**src/hw/cbf_map.vh**
```
// Stream word codes, field positions and counts for the block framing logic
`ifndef CBF_MAP_VH
`define CBF_MAP_VH
`define CBF_ONES_WORD      32'hffffffff
`define CBF_EOS_WORD       32'hc0ffffff
`define CBF_FIRST_FIELD_START_MARKER_WORD      32'hf4000000
`define CBF_SECOND_FIELD_START_MARKER_WORD      32'hf4100000
`define CBF_SOB_HI         31
`define CBF_SOB_LO         24
`define CBF_BLOCK_START_MODEL1_CHROMA_CODE      8'h81
`define CBF_BLOCK_START_MODEL1_LUMA_CODE      8'h82
`define CBF_BLOCK_START_MODEL2_CHROMA_CODE      8'h83
`define CBF_BLOCK_START_MODEL2_LUMA_CODE      8'h84
`define CBF_BLOCK_START_ZERO_BLOCK_CODE      8'h8f
`define CBF_BW_HI          31
`define CBF_BW_LO          16
`define CBF_BW_W           16
`define CBF_BLOCKS         6'h29
`define CBF_BLK_W          6
`define CBF_ZERO_BW        16'h0000
`define CBF_PAD_ONES       32'hffffffff
`endif

```
**src/hw/cbf_framer.v**
```verilog
// Block framing of the compressed field bitstream, encode and decode directions
`default_nettype none
`include "cbf_map.vh"
// What this block does
// - Delimiters always sit on 32-bit word boundaries
// - Bin width is uncoded 16-bit 8.8 value
// - Decode: bin width drives quantizer for block
// - Decode: zero bin width zeroes, discards payload
// - Encode: host bin width inserted, not quantized
// - Encode: quantizer uses host-supplied reciprocal separately
// - Payload padded with ones to 32 bits
// - Unexpected delimiter aborts Huffman decode
// - Encoder never emits end-of-sequence marker
// - Field start resets decode, marks field
// - Block start variant selects model and table
// - Zero block ignores all until next block
// - Each field holds exactly 41 blocks
module cbf_framer (
  // Clock and reset
  input  wire        sys_clk,
  input  wire        resetn,
  // Mode: high selects encode
  input  wire        encode_mode,
  // Decode: aligned stream words from host
  input  wire        dec_valid,
  input  wire [31:0] dec_data,
  output wire        dec_ready,
  // Decode: toward quantizer and entropy decoder
  output reg  [15:0] quant_bin_width,
  output reg         quant_bw_valid,
  output reg         huff_valid,
  output reg  [31:0] huff_data,
  output reg         huff_zero,
  output reg         huff_reset,
  output reg  [2:0]  huff_model,
  output reg         field_second,
  output reg         field_start,
  output reg         seq_end,
  output reg         block_count_err,
  // Encode: host bin width and reciprocal
  input  wire [15:0] bin_width_word,
  input  wire [15:0] host_recip_bw,
  output reg  [15:0] quant_recip_bw,
  // Encode: coder requests
  input  wire        enc_field_req,
  input  wire        enc_field_second,
  input  wire        enc_block_req,
  input  wire [2:0]  enc_block_model,
  input  wire        enc_bits_valid,
  input  wire [31:0] enc_bits,
  input  wire        enc_bits_last,
  input  wire [5:0]  enc_bits_len,
  output wire        enc_ready,
  // Encode: aligned output words
  output reg         out_valid,
  output reg  [31:0] out_data,
  input  wire        out_ready
);
  localparam [3:0] D_IDLE = 4'h1;
  localparam [3:0] D_BW   = 4'h2;
  localparam [3:0] D_DATA = 4'h4;
  localparam [3:0] D_SKIP = 4'h8;

  localparam [5:0] E_IDLE  = 6'h01;
  localparam [5:0] E_PRE   = 6'h02;
  localparam [5:0] E_CODE  = 6'h04;
  localparam [5:0] E_BW    = 6'h08;
  localparam [5:0] E_DATA  = 6'h10;
  localparam [5:0] E_FLUSH = 6'h20;

  reg        rs1_reg;
  reg        rst_n;
  always @(posedge sys_clk or negedge resetn) begin
    if (!resetn) begin
      rs1_reg <= 1'b0;
      rst_n   <= 1'b0;
    end else begin
      rs1_reg <= 1'b1;
      rst_n   <= rs1_reg;
    end
  end

  wire       is_delim;
  wire       is_eos;
  wire       is_first_field_start_marker;
  wire       is_second_field_start_marker;
  wire       is_sob;
  wire [2:0] sob_kind;
  wire       dec_take = dec_valid & ~encode_mode;

  // Words arrive already aligned, so a marker can only start on a word
  cbf_delim_detect u_det (
    .sys_clk    (sys_clk),
    .rst_n      (rst_n),
    .word_valid (dec_take),
    .word_data  (dec_data),
    .is_delim   (is_delim),
    .is_eos     (is_eos),
    .is_first_field_start_marker    (is_first_field_start_marker),
    .is_second_field_start_marker    (is_second_field_start_marker),
    .is_sob     (is_sob),
    .sob_kind   (sob_kind)
  );

  assign dec_ready = ~encode_mode;

  reg  [3:0]             dstate_reg;
  reg  [`CBF_BLK_W-1:0]  dblk_reg;
  // One word of delay lets an all-ones word be withheld until it is known
  // not to be a marker prefix; costs one word of payload latency.
  reg                    hold_reg;
  reg  [31:0]            hold_data_reg;

  always @(posedge sys_clk or negedge rst_n) begin
    if (!rst_n) begin
      dstate_reg      <= D_IDLE;
      dblk_reg        <= {`CBF_BLK_W{1'b0}};
      hold_reg        <= 1'b0;
      hold_data_reg   <= 32'h0;
      quant_bin_width <= 16'h0;
      quant_bw_valid  <= 1'b0;
      huff_valid      <= 1'b0;
      huff_data       <= 32'h0;
      huff_zero       <= 1'b0;
      huff_reset      <= 1'b0;
      huff_model      <= 3'h0;
      field_second    <= 1'b0;
      field_start     <= 1'b0;
      seq_end         <= 1'b0;
      block_count_err <= 1'b0;
    end else begin
      quant_bw_valid <= 1'b0;
      huff_valid     <= 1'b0;
      huff_reset     <= 1'b0;
      field_start    <= 1'b0;
      seq_end        <= 1'b0;
      if (dec_take) begin
        hold_reg      <= 1'b0;
        hold_data_reg <= dec_data;
        if (is_first_field_start_marker | is_second_field_start_marker) begin
          // Field start resets the decoder, block count and state, and tags the field
          huff_reset   <= 1'b1;
          field_start  <= 1'b1;
          field_second <= is_second_field_start_marker;
          dblk_reg     <= {`CBF_BLK_W{1'b0}};
          dstate_reg   <= D_IDLE;
        end else if (is_eos) begin
          // Sequence end from host closes the last field
          seq_end         <= 1'b1;
          huff_reset      <= 1'b1;
          block_count_err <= (dblk_reg != `CBF_BLOCKS);
          dstate_reg      <= D_IDLE;
        end else if (is_sob) begin
          // Any marker mid-payload aborts the decoder
          huff_reset <= 1'b1;
          huff_model <= sob_kind;
          // Zero block is flagged at its marker, before any width word
          huff_zero  <= (sob_kind == 3'h5);
          block_count_err <= (dblk_reg == `CBF_BLOCKS);
          dblk_reg   <= dblk_reg + 1'b1;
          dstate_reg <= (sob_kind == 3'h5) ? D_SKIP : D_BW;
        end else if (dec_data == `CBF_ONES_WORD) begin
          // Possible marker prefix; release previous held word if any
          hold_reg <= 1'b1;
          // A zero-width block drops its held words as well
          if (hold_reg && dstate_reg == D_DATA && !huff_zero) begin
            huff_valid <= 1'b1;
            huff_data  <= hold_data_reg;
          end
        end else begin
          case (dstate_reg)
            D_BW: begin
              // Upper half of the word is the uncoded 8.8 width
              quant_bin_width <= dec_data[`CBF_BW_HI:`CBF_BW_LO];
              quant_bw_valid  <= 1'b1;
              huff_zero  <= (dec_data[`CBF_BW_HI:`CBF_BW_LO] == `CBF_ZERO_BW);
              dstate_reg <= D_DATA;
            end
            D_DATA: begin
              // Zero width: payload is still consumed but dropped
              huff_valid <= ~huff_zero;
              huff_data  <= hold_reg ? hold_data_reg : dec_data;
              hold_reg   <= hold_reg;
            end
            D_SKIP: begin
              huff_zero <= 1'b1;
            end
            D_IDLE: begin
            end
            default: dstate_reg <= D_IDLE;
          endcase
        end
      end
    end
  end

  // Encoder: prefix and code word; a block adds a bin width word and ones-padded payload
  reg  [5:0]  estate_reg;
  reg  [31:0] ecode_reg;
  reg  [31:0] eacc_reg;
  reg         efield_reg;
  wire        out_free = ~out_valid | out_ready;

  assign enc_ready = encode_mode & out_free & (estate_reg == E_DATA);

  function [31:0] cbf_ones_pad;
    input [31:0] bits;
    input [5:0]  len;
    begin
      cbf_ones_pad = (len >= 6'h20) ? bits : (bits | (`CBF_PAD_ONES >> len));
    end
  endfunction

  always @(posedge sys_clk or negedge rst_n) begin
    if (!rst_n) begin
      estate_reg     <= E_IDLE;
      ecode_reg      <= 32'h0;
      eacc_reg       <= 32'h0;
      efield_reg     <= 1'b0;
      out_valid      <= 1'b0;
      out_data       <= 32'h0;
      quant_recip_bw <= 16'h0;
    end else begin
      // Reciprocal travels apart from the inserted width
      quant_recip_bw <= host_recip_bw;
      if (out_valid && out_ready) begin
        out_valid <= 1'b0;
      end
      if (encode_mode && out_free) begin
        case (estate_reg)
          E_IDLE: begin
            // No end-of-sequence word is ever generated here
            if (enc_field_req) begin
              efield_reg <= 1'b1;
              ecode_reg  <= enc_field_second ? `CBF_SECOND_FIELD_START_MARKER_WORD : `CBF_FIRST_FIELD_START_MARKER_WORD;
              out_valid  <= 1'b1;
              out_data   <= `CBF_ONES_WORD;
              estate_reg <= E_CODE;
            end else if (enc_block_req) begin
              efield_reg <= 1'b0;
              ecode_reg  <= {(enc_block_model == 3'h1) ? `CBF_BLOCK_START_MODEL1_CHROMA_CODE :
                             (enc_block_model == 3'h2) ? `CBF_BLOCK_START_MODEL1_LUMA_CODE :
                             (enc_block_model == 3'h3) ? `CBF_BLOCK_START_MODEL2_CHROMA_CODE :
                             (enc_block_model == 3'h4) ? `CBF_BLOCK_START_MODEL2_LUMA_CODE :
                             `CBF_BLOCK_START_ZERO_BLOCK_CODE, 24'hffffff};
              out_valid  <= 1'b1;
              out_data   <= `CBF_ONES_WORD;
              estate_reg <= E_CODE;
            end
          end
          E_CODE: begin
            out_valid  <= 1'b1;
            out_data   <= efield_reg ? ecode_reg
                          : {ecode_reg[31:24], 24'hffffff};
            estate_reg <= efield_reg ? E_IDLE : E_BW;
          end
          E_BW: begin
            // Host width goes out as-is and never reaches the quantizer
            out_valid  <= 1'b1;
            out_data   <= {bin_width_word, 16'hffff};
            estate_reg <= E_DATA;
          end
          E_DATA: begin
            if (enc_bits_valid) begin
              out_valid <= 1'b1;
              // Short final word filled with ones to a full word
              out_data  <= enc_bits_last ? cbf_ones_pad(enc_bits, enc_bits_len)
                           : enc_bits;
              estate_reg <= enc_bits_last ? E_IDLE : E_DATA;
            end
          end
          E_PRE, E_FLUSH: estate_reg <= E_IDLE;
          default: estate_reg <= E_IDLE;
        endcase
      end
    end
  end
endmodule
`default_nettype wire

```
**src/hw/cbf_delim_detect.v**
```verilog
// Aligned delimiter recogniser: all-ones prefix word followed by a code word
`default_nettype none
`include "cbf_map.vh"
module cbf_delim_detect (
  // Clock and reset
  input  wire        sys_clk,
  input  wire        rst_n,
  // Aligned stream word
  input  wire        word_valid,
  input  wire [31:0] word_data,
  // Recognised markers, one-cycle pulses alongside the code word
  output wire        is_delim,
  output wire        is_eos,
  output wire        is_first_field_start_marker,
  output wire        is_second_field_start_marker,
  output wire        is_sob,
  output wire [2:0]  sob_kind
);
  reg prefix_reg;

  function [2:0] cbf_sob_decode;
    input [7:0] code;
    begin
      case (code)
        `CBF_BLOCK_START_MODEL1_CHROMA_CODE: cbf_sob_decode = 3'h1;
        `CBF_BLOCK_START_MODEL1_LUMA_CODE: cbf_sob_decode = 3'h2;
        `CBF_BLOCK_START_MODEL2_CHROMA_CODE: cbf_sob_decode = 3'h3;
        `CBF_BLOCK_START_MODEL2_LUMA_CODE: cbf_sob_decode = 3'h4;
        `CBF_BLOCK_START_ZERO_BLOCK_CODE: cbf_sob_decode = 3'h5;
        default:        cbf_sob_decode = 3'h0;
      endcase
    end
  endfunction

  // Prefix is tracked on every word, whatever the decoder is doing
  always @(posedge sys_clk or negedge rst_n) begin
    if (!rst_n) begin
      prefix_reg <= 1'b0;
    end else if (word_valid) begin
      prefix_reg <= (word_data == `CBF_ONES_WORD);
    end
  end

  wire hit = word_valid & prefix_reg;
  assign is_eos   = hit & (word_data == `CBF_EOS_WORD);
  assign is_first_field_start_marker  = hit & (word_data == `CBF_FIRST_FIELD_START_MARKER_WORD);
  assign is_second_field_start_marker  = hit & (word_data == `CBF_SECOND_FIELD_START_MARKER_WORD);
  assign sob_kind = hit ? cbf_sob_decode(word_data[`CBF_SOB_HI:`CBF_SOB_LO]) : 3'h0;
  assign is_sob   = (sob_kind != 3'h0);
  assign is_delim = is_eos | is_first_field_start_marker | is_second_field_start_marker | is_sob;
endmodule
`default_nettype wire

```
**config.mk**
```make
export PLATFORM = sky130hd
export DESIGN_NAME = cbf_framer
export DESIGN_NICKNAME = d
export VERILOG_FILES = /design/src/hw/cbf_framer.v /design/src/hw/cbf_delim_detect.v
export VERILOG_INCLUDE_DIRS = /design/src /design/src/hw
export SDC_FILE = /design/constraint.sdc
export NUM_CORES = 1
export LEC_CHECK = 0
export BUFFER_PORTS_ARGS = -buffer_cell sky130_fd_sc_hd__buf_2
export CORE_MARGIN = 2
export CORE_UTILIZATION = 44
export CTS_CLUSTER_SIZE = 40
export DETAILED_ROUTE_END_ITERATION = 16
export PLACE_DENSITY_LB_ADDON = 0.1
export SETUP_SLACK_MARGIN = 0.15
export SLEW_MARGIN = 20
export SYNTH_ARGS = -nofsm -noshare
export SYNTH_HDL_FRONTEND = slang
export SYNTH_SLANG_ARGS = --single-unit
```
**constraint.sdc**
```tcl
create_clock -name sys_clk -period 11.1 [get_ports sys_clk]
set_clock_uncertainty 0.05 [all_clocks]
set_input_delay 1.11 -clock sys_clk [delete_from_list [all_inputs] [get_ports sys_clk]]
set_output_delay 1.11 -clock sys_clk [all_outputs]
set_load 0.005 [all_outputs]
```
Yosys cells after proc, flatten, opt, wreduce, memory -nomap -nowiden
Index checks and enable logic that the tools add are counted.
{ "classes": {"n_addsub": 1, "n_lt_le_gt_ge": 1, "eq_ne": 32, "n_shift": 1, "muxes": 75, "n_bitwise": 17, "n_reduce_logical": 27} }
{ "ops": {"columns": ["cell", "n"], "rows": [
  ["$mux 32", 11],
  ["$eq 32x32->1 const B", 4],
  ["$pmux 32 s4", 1],
  ["$eq 8x8->1 const B", 5],
  ["$mux 4", 10],
  ["$mux 1", 38],
  ["$mux 6", 6],
  ["$or 32x32->32", 1],
  ["$shr 32x6->32 const A", 1],
  ["$mux 24", 1],
  ["$pmux 6 s4", 1],
  ["$mux 21", 1],
  ["$logic_not 16->1", 1],
  ["$pmux 3 s5", 1],
  ["$reduce_and 3->1", 5],
  ["$reduce_and 6->1", 2],
  ["$pmux 4 s2", 1],
  ["$reduce_and 4->1", 2],
  ["$reduce_bool 2->1", 4],
  ["$and 1x1->1", 7],
  ["$not 1->1", 7],
  ["$add 6x1->6 const B", 1],
  ["$eq 3x2->1 const B", 2],
  ["$eq 3x3->1 const B", 2],
  ["31 further kinds", 39]
]} }
{ "word_totals": {"ff_bits": 193, "inputBits": 115, "out_inout_bits": 110, "wordCells": 178} }

Logic depth before layout (Yosys ltp)
Gate-level depths: netlist (run 1).
{ "depth": {"word_depth": 9, "mapped_depth": 9, "mapped_depth_nobuf": 6} }

Hierarchy
From an unflattened synthesis (run 1), not the netlist that was laid out.
{ "unflattened": {"cells_unflattened": 785, "hier_area_um2": 7571.0} }
{ "by_module_without_submodules": {"columns": ["module", "instances", "cells_each", "area_each_um2", "seq_area_each_um2"], "rows": [
  ["cbf_framer", 1, 739, 7254.5, 4131.5],
  ["cbf_delim_detect", 1, 46, 316.6, 25.0]
]} }

Worst setup path before layout (run 1)
Ideal clock, no wire load.
{ "synth_path": {"kind": "in2reg", "startpoint": "input dec_data[24]", "endpoint": "register huff_data[10]", "setup_time_ps": 125, "arrival_ps": 3022, "t_required_ps": 10925, "setup_slack_ps": 7903, "stages": 8, "path_buffers": 3, "path_cell_list": "buf_2 > and4_4 > a2111o_1 > a311o_1 > or3_1 > buf_6 > buf_6 > mux2_4"} }
{ "synth_between": {"elab_chain_cells": 6, "word_cells_on_any_way": 23, "cone_classes": "eq/ne: 10; mux: 3; bitwise: 7; reduce/logical: 3"} }
{ "synth_rtl": {"columns": ["item", "line_no", "source"], "rows": [
  ["from (decl)", "cbf_framer.v:26", "input wire [31:0] dec_data,"],
  ["$eq 8x8->1", "cbf_delim_detect.v:24", "case (code)"],
  ["$pmux 3 s5", "cbf_delim_detect.v:24", null],
  ["$mux 3", "cbf_delim_detect.v:48", "assign sob_kind = hit ? cbf_sob_decode(word_data[`CBF_SOB_HI:`CBF_SOB_LO]) : 3'h0;"],
  ["$reduce_bool 3->1", "cbf_delim_detect.v:49", "assign is_sob = (sob_kind != 3'h0);"],
  ["$not 1->1 (no line)", null, null],
  ["$reduce_and 6->1 (no line)", null, null],
  ["to (signal assigned)", "cbf_framer.v:168", "huff_data <= hold_data_reg;"],
  ["to (signal assigned)", "cbf_framer.v:182", "huff_data <= hold_reg ? hold_data_reg : dec_data;"],
  ["to (decl)", "cbf_framer.v:32", "output reg [31:0] huff_data,"]
]} }
Parallel ways exist; a longest one is shown, timed or not.
A chain may end at the register's enable or synchronous reset.

Worst setup path after layout (run 1)
{ "layout_path": {"startpoint": "input dec_data[26]", "endpoint": "register huff_data[0]"} }
The elaborated chain is that of the path after synthesis.

==> results.yml, run 1 <==
outcome:
  status: "finished, final reports clean"
routing:
  via_per_inst: 5.290
  drc: 0
  drtAntennaViolNets: 0
  drt-initial-drc-count: 343
  met2WireLength_mm: 9.263
  wl_met3_mm: 1.140
  wl_met1_mm: 9.585
  drt_pass1_iterations: 5
  vias: 6322
  routedWlPerCell_um: 17.01
  top_layer_used: "met4"
  routed_wl_mm: 20.33
floorplan:
  design.die.area_um2: 18830
  rows: 48
  die_w_um: 137.2
  ios: 225
  core_um2: 17300
  start_util: 0.4515
  die_y_um: 137.2
worst_setup_path:
  path_cells: "buf_2, nor4b_1, nand4_1, nor3_1, buf_4, nand2b_1, or3_2, mux2_1"
  path_class: "in -> reg"
  slowest_delay_ns: 0.90
  cp_slowest_cell: "or3_2"
  cp.required_ns: 11.36
  crit_path_end_kind: "flip-flop"
  arrival_ns: 4.36
  start_kind: "primary input"
  path_max_fanout: 32
  worstRegToRegCells: 4
  cp_top_family: "simple AND/OR/NAND/NOR gates"
  critical_path_depth: 8
  worst-path-buf-inv: 2
clocking:
  cts_tree: "done"
  clockBufferDepth: 2
  cts_setup_buffers: 0
  cts_resized: 0
  cts_root_buffer: "clkbuf_16"
  worst_skew_pair.late_latency_ns: 0.43
  clock-sinks: 166
  postCtsHoldBufs: 0
  htree_levels: 4
  clk_pin_slew_ns: 0.07
  cts_made_buffers: 17
place:
  port_buffers: 224
  dp_cells: 1162
  place_congestion: 0.8501
  post-dp-hpwl_mm: 14.14
flow_run:
  max_cap_violations: 0
sta:
  max_freq_mhz: 243.7
  slew_headroom: 0.2473
  final-hold-violation-count: 0
  rsz0062_at_grt: "false"
  fin_crit_sh: 0.3696
  period_minus_slack_ns: 4.103
  drv_slew: 0
  setup_viol: 0
  tightest_slew_ns: 1.129
  setup_tns_ns: 0
  holdWs_ns: 0.3024
yosys:
  synth-main-ff-cell: "dfrtp_1"
  ys_warn_count: 0
  ys_ff_latch: 166
  synth_area_um2: 7809
  yosys.cell_types.count: 60
  synth_top_area_frac: 0.5256
  synth_common_cells: "164 x dfrtp_1, 129 x nand2_1, 71 x nor2_1, 47 x a21oi_1, 38 x clkbuf_1"
  ys_seq_area_frac: 0.5323
  synth_async_sr_flop_share: 1.000
  yosysTopAreaCell: "dfrtp_1"
  syn_avg_cell_area_um2: 10.34
  syn_nets: 872
  synth_edf_count: 0
  yosys-top-cells-area: "dfrtp_1 53%, nand2_1 6.2%, mux2_4 5.8%"
  synth_cells: 755
  yosysMostFrequentCell: "dfrtp_1"
global_route:
  grt_pass1_vias: 6189
  overflow: 0
  grt_max_degree: 66
  track_usage: 0.2212
  antenna_found_initial: 1
  grt_first_pass_wirelength_mm: 32.14
finish:
  fin_cells: 1195
  nets: 1073
  drive_gt1_frac: 0.3550
  area_delta_synth_final_pct: 23.92
  post-route-util: 0.5595
min_path:
  min_path_type: "reg -> reg"
  min_path_cells: 0
power_and_ir_drop:
  power_density_nw_per_um2: 168.3
  p_leak_nw: 4.815
  irDropWorstVdd_uv: 106.3
## layout by cell type, fill, tap and decap left out, drive strengths merged, types with 11 or more instances in the layout
master	instances
inv	22
a21oi	47
a31oi	14
nor2	72
a211oi	12
o21ai	37
dfrtp	164
nand2	129
nand4	14
mux2	82
clkbuf	17
nor3	11
buf	232
## layout make-up
class | instances | area (um2)
flip-flops and latches | 166 | 4160
inverters | 12 | 45.04
multi-input cells | 527 | 3379
diodes | 1 | 2.502
well taps | 225 | 281.5
clock inverters | 15 | 201.4
clock buffers | 17 | 425.4
repair buffers | 232 | 1181
fillers | 1606 | 7620
## worst register-to-register path: cells and delay by family (launching register included)
family           cells  cell delay (ns)
AO/OA/AOI/OAI        1             0.35
AND/OR/NAND/NOR      2             1.55
multiplexers         1             0.50
flip-flops           1             0.44
## per-stage QoR
| stage | worst slack [ns] | instance area, um2 | power [W] |
|---|---|---|---|
| 5_1_grt | 6.885 | 9677 | 0.001714 |
| 3_3_place_gp | 6.527 | 9047 | 0.001013 |
| 2_1_floorplan | 6.086 | 7809 | 0.0009017 |
| 6_report | 6.997 | 9677 | 0.001628 |
| 4_1_cts | 7.045 | 9674 | 0.001648 |
| 3_5_place_dp | 6.583 | 9047 | 0.001018 |
## power breakdown
group	internal (W)	leakage, nW	switching, W
combinational	0.000119	2.48	0.000161
sequential	0.000678	2.03	0.0000463
clock	0.000347	0.309	0.000277
total	0.00114	4.81	0.000484
## routing by layer
metal,up-vias,global-route usage
met5,-,0
met4,0,0.07732
met3,24,0.04378
met2,189,0.3317
met1,3074,0.3205
li1,3035,-
## final timing paths
check	end	slack (ns)	from
worst max-delay path	huff_data[0]	7.00	dec_data[26]
worst min-delay path	rst_n	0.30	rs1_reg
worst max register to register	huff_data[0]	8.10	dstate_reg[1]
worst min register to register	rst_n	0.30	rs1_reg
max in group asynchronous	quant_bin_width[8]	9.32	rst_n
min in group asynchronous	quant_recip_bw[13]	0.33	rst_n
## cell families after synthesis
| kind of cell | synth area share |
|---|---|
| adder cells (fa/ha/maj) | 0.003204 |
| AO/OA/AOI/OAI | 0.1134 |
| buffers and inverters | 0.03653 |
| AND/OR/NAND/NOR | 0.1676 |
| other | 0.0004802 |
| multiplexers | 0.1352 |
| flip-flops | 0.5323 |
| XOR/XNOR | 0.01122 |
Power figures use the tool's default switching activity.
==> inputs of run 2 (changes only) <==
==> constraint.sdc (replaced) <==
create_clock -name sys_clk -period 3.3 [get_ports sys_clk]
set_clock_uncertainty 0.05 [all_clocks]
set_input_delay 0.33 -clock sys_clk [delete_from_list [all_inputs] [get_ports sys_clk]]
set_output_delay 0.33 -clock sys_clk [all_outputs]
set_load 0.005 [all_outputs]
==> results.yml, run 2 (synthesized netlist as in run 1, its figures left out) <==
clocking:
  cts_made_buffers: 17
  cts_root_buffer: "clkbuf_16"
  clk_pin_slew_ns: 0.06
  htree_levels: 4
  worst_skew_pair.late_latency_ns: 0.42
  cts_tree: "done"
  cts_resized: 0
  clock-sinks: 166
  clockBufferDepth: 2
power_and_ir_drop:
  power.switching_w: 0.001546
  power.share.clock: 0.374
  p_leak_nw: 4.950
  power_density_nw_per_um2: 547.9
  irDropWorstVdd_uv: 353.7
  seqPwrFrac: 0.446
  swShare: 0.2830
  internal-power_w: 0.003917
  pwr-share-comb: 0.180
  p_total_w: 0.005462
finish:
  register_area_um2: 4160
  post-route-util: 0.5764
  multiInputGateArea_um2: 3379
  area_delta_synth_final_pct: 27.67
  layout_commonest_cell: "buf_2"
  nets: 1104
  drive_gt1_frac: 0.3570
  nFillCells: 1562
  layout_common_cells: "224 x buf_2, 163 x dfrtp_1, 129 x nand2_1"
sta:
  final.setup.worst_slack_ns: 0.6151
  fin_crit_sh: 0.8136
  slew_headroom: 0.4015
  period_minus_slack_ns: 2.685
  max_freq_mhz: 372.5
  final-hold-violation-count: 0
  tightest_slew_ns: 0.8852
  drv_slew: 0
  rsz0062_at_grt: "false"
  setup_viol: 0
  setup_tns_ns: 0
routing:
  via_per_inst: 5.275
  vias: 6467
  drt_pass1_iterations: 5
  drc: 0
  routed_wl_mm: 20.63
  drtAntennaViolNets: 0
  routedWlPerCell_um: 16.83
  drt-initial-drc-count: 313
place:
  post-dp-hpwl_mm: 14.32
  place_congestion: 0.8299
  port_buffers: 224
  pre_cts_ws_ns: 0.2418
outcome:
  status: "finished, final reports clean"
floorplan:
  core_um2: 17300
  die_w_um: 137.2
  ios: 225
  die_y_um: 137.2
  start_util: 0.4515
  design.die.area_um2: 18830
  rows: 48
global_route:
  track_usage: 0.2263
  antenna_found_initial: 1
  grt_max_degree: 65
  grt_pass1_vias: 6338
  grt_first_pass_wirelength_mm: 33.09
  overflow: 0
worst_setup_path:
  path_max_fanout: 32
  path_class: "in -> reg"
  worstRegToRegCells: 5
  arrival_ns: 2.93
  start_kind: "primary input"
  cp.required_ns: 3.55
  crit_path_end_kind: "flip-flop"
flow_run:
  max_cap_violations: 0
min_path:
  min_path_cells: 3
  min_path_type: "in -> reg"
run 2: path summary, 6_finish.rpt:
kind,end,startpoint,slack (ns)
min reg2reg,quant_recip_bw[7],rst_n,0.30
max reg2reg,huff_data[10],dstate_reg[1],0.71
max in group asynchronous,estate_reg[0],rst_n,2.10
min in group asynchronous,rst_n,resetn,0.17
min,hold_data_reg[10],dec_data[10],0.1
max,huff_data[1],dec_data[26],0.62
run 2: through the flow:
step	std cells	area [um2]	hold WS, ns
floorplan	755	7810	-0.01559
global placement	1176	9190	0.06742
detailed placement	1176	9190	0.07027
CTS	1225	9967	0.07530
global route	1226	9970	0.09635
finish	1226	9970	0.09625
run 2: repair_timing:
item | 4_1_cts | 5_1_grt
setup buffers | 0 | 0
hold endpoints to repair | 18 | 0
hold buffers | 17 | 0
run 2: cell type report:
| type | instances | share of cell area |
|---|---|---|
| diodes | 1 | 0.0002510 |
| clock buffers | 18 | 0.04305 |
| clock inverters | 14 | 0.01782 |
| inverters | 12 | 0.004518 |
| multi-input cells | 527 | 0.3390 |
| flip-flops and latches | 166 | 0.4173 |
| well taps | 225 | 0.02824 |
| repair buffers | 263 | 0.1498 |
run 2: metal layers:
layer  share of wire  vias up  GRT usage
li1                -     3091          -
met1            0.47     3153     0.3226
met2            0.46      204     0.3477
met3           0.060       19    0.04967
met4           0.014        0    0.06586
met5               0        -          0
run 2: power by group through the flow:
stage,sequential (W),combinational [W],clock (W)
floorplan,0.00247,0.000558,0
CTS,0.00244,0.000994,0.00210
global placement,0.00247,0.000957,0
detailed placement,0.00247,0.000975,0
global route,0.00247,0.00111,0.00218
finish,0.00243,0.000986,0.00204
run 2: critical path, stage by stage:
cell and delay, ns:
buf_2 0.20, nor4b_1 0.75, nand4_1 0.19, nor3_1 0.47, nand2b_1 0.21, or3_2 0.16, buf_12 0.24, mux2_1 0.35
==> inputs of run 3 (changes only) <==
==> constraint.sdc (replaced) <==
create_clock -name sys_clk -period 2.3 [get_ports sys_clk]
set_clock_uncertainty 0.05 [all_clocks]
set_input_delay 0.23 -clock sys_clk [delete_from_list [all_inputs] [get_ports sys_clk]]
set_output_delay 0.23 -clock sys_clk [all_outputs]
set_load 0.005 [all_outputs]
==> results.yml, run 3 (synthesized netlist as in run 1, its figures left out) <==
outcome:
  status: "complete, but fails checks"
  violations: "setup timing"
sta:
  max_freq_mhz: 433.7
  final.setup.worst_slack_ns: -0.005789
  drv_slew: 0
  tightest_slew_ns: 1.001
  period_minus_slack_ns: 2.306
  rsz0062_at_grt: "true"
  fin_crit_sh: 1.003
  setup_tns_ns: -0.01672
  setup_viol: 5
  final-hold-violation-count: 0
  slew_headroom: 0.3310
routing:
  vias: 6612
  routed_wl_mm: 21.01
  routedWlPerCell_um: 16.31
  drc: 0
  drt_pass1_iterations: 5
  drt-initial-drc-count: 364
  drtAntennaViolNets: 0
  via_per_inst: 5.134
place:
  pre_cts_ws_ns: -0.2249
  place_congestion: 0.8660
  placed_cell_area_um2: 9639
  port_buffers: 224
  post-dp-hpwl_mm: 14.77
worst_setup_path:
  path_max_fanout: 10
  path_class: "reg -> reg"
  path_cells: "or4b_4, a311o_1, or3_4, buf_8, mux2_4"
  slowest_delay_ns: 0.55
  cp_top_family: "simple AND/OR/NAND/NOR gates"
  worst-path-buf-inv: 1
  reg2reg_slack_ns: -0.006
  crit_path_end_kind: "flip-flop"
  start_kind: "flip-flop"
  arrival_ns: 2.56
  cp.required_ns: 2.55
  cp_slowest_cell: "or4b_4"
clocking:
  clock-sinks: 166
  clockBufferDepth: 2
  clk_pin_slew_ns: 0.07
  worst_skew_pair.late_latency_ns: 0.43
  cts_tree: "done"
  cts_made_buffers: 17
  cts_root_buffer: "clkbuf_16"
  htree_levels: 4
global_route:
  overflow: 0
  grt_pass1_vias: 6476
  track_usage: 0.2326
  antenna_found_initial: 0
  grt_first_pass_wirelength_mm: 33.69
  grt_max_degree: 87
floorplan:
  rows: 48
  die_y_um: 137.2
  core_um2: 17300
  die_w_um: 137.2
  start_util: 0.4515
  design.die.area_um2: 18830
  ios: 225
flow_run:
  max_cap_violations: 0
finish:
  layout_common_cells: "224 x buf_2, 163 x dfrtp_1, 129 x nand2_1"
  area_delta_synth_final_pct: 35.19
  nets: 1167
  diodes: 0
  fin_area_um2: 10560
  nFillCells: 1536
  drive_gt1_frac: 0.3970
  layout_commonest_cell: "buf_2"
  post-route-util: 0.6103
min_path:
  min_path_type: "in -> reg"
power_and_ir_drop:
  power_density_nw_per_um2: 761.4
  p_leak_nw: 5.306
  irDropWorstVdd_uv: 523.8
-- run 3: changes by cell type in the layout (fill, tap and decap cells not counted), moves of 2 or more --
cell | before | now
mux2_4 | 30 | 32
inv_6 | 2 | 5
mux2_1 | 18 | 16
buf_4 | 19 | 75
buf_12 | 3 | 6
clkinv_2 | 2 | 0
dlygate4sd3_1 | 17 | 19
-- run 3: final timing paths --
check / from / to / depth (start not counted)
max: dstate_reg[1] / huff_data[10] / 5
min: enc_field_second / ecode_reg[20] / 3
max reg2reg: dstate_reg[1] / huff_data[10] / 5
min reg2reg: rst_n / hold_data_reg[25] / 1
max in group asynchronous: rst_n / huff_data[5] / 1
min in group asynchronous: resetn / rst_n / 2
-- run 3: worst register-to-register path, cell delays in order, from the launching register on --
cell	delay, ns
dfrtp_1	0.39
or4b_4	0.55
a311o_1	0.32
or3_4	0.40
buf_8	0.18
mux2_4	0.30
-- run 3: routing by layer --
| metal | vias to the layer above | GRT usage | part of all wire |
|---|---|---|---|
| met5 | - | 0 | 0 |
| li1 | 3230 | - | - |
| met3 | 22 | 0.04930 | 0.055 |
| met1 | 3159 | 0.3371 | 0.48 |
| met4 | 0 | 0.07789 | 0.016 |
| met2 | 201 | 0.3480 | 0.45 |
-- run 3: per-stage QoR --
step | total power, W | std cells | hold slack (ns)
floorplan | 0.004352 | 755 | -0.1156
global placement | 0.005020 | 1234 | -0.03358
detailed placement | 0.005048 | 1234 | -0.03187
CTS | 0.008095 | 1287 | 0.002370
global route | 0.008462 | 1288 | 0.02614
finish | 0.008038 | 1288 | 0.01048
-- run 3: cell type report --
class	instances	area, um2	share of cell area
Timing Repair Buffer	326	2037	0.1930
Tap cell	225	281.5	0.02667
Inverter	12	45.04	0.004267
Clock inverter	14	186.4	0.01766
Clock buffer	18	429.2	0.04065
Sequential cell	166	4160	0.3941
Multi-Input combinational cell	527	3417	0.3237
-- run 3: report_power, final --
part	switching [W]	leakage (nW)	internal, W	total (W)
sequential	0.000192	2.03	0.00327	0.00347
clock	0.00124	0.294	0.00174	0.00298
combinational	0.000849	2.98	0.000741	0.00159
total	0.00228	5.31	0.00575	0.00804
-- run 3: timing repair --
item	4_1_cts	5_1_grt
hold endpoints to repair	20	0
cloned	1	0
endpoints found under the setup margin	49	50
buffers inserted	1	1
pin swaps	1	2
hold buffers	19	0
resized for setup	7	5
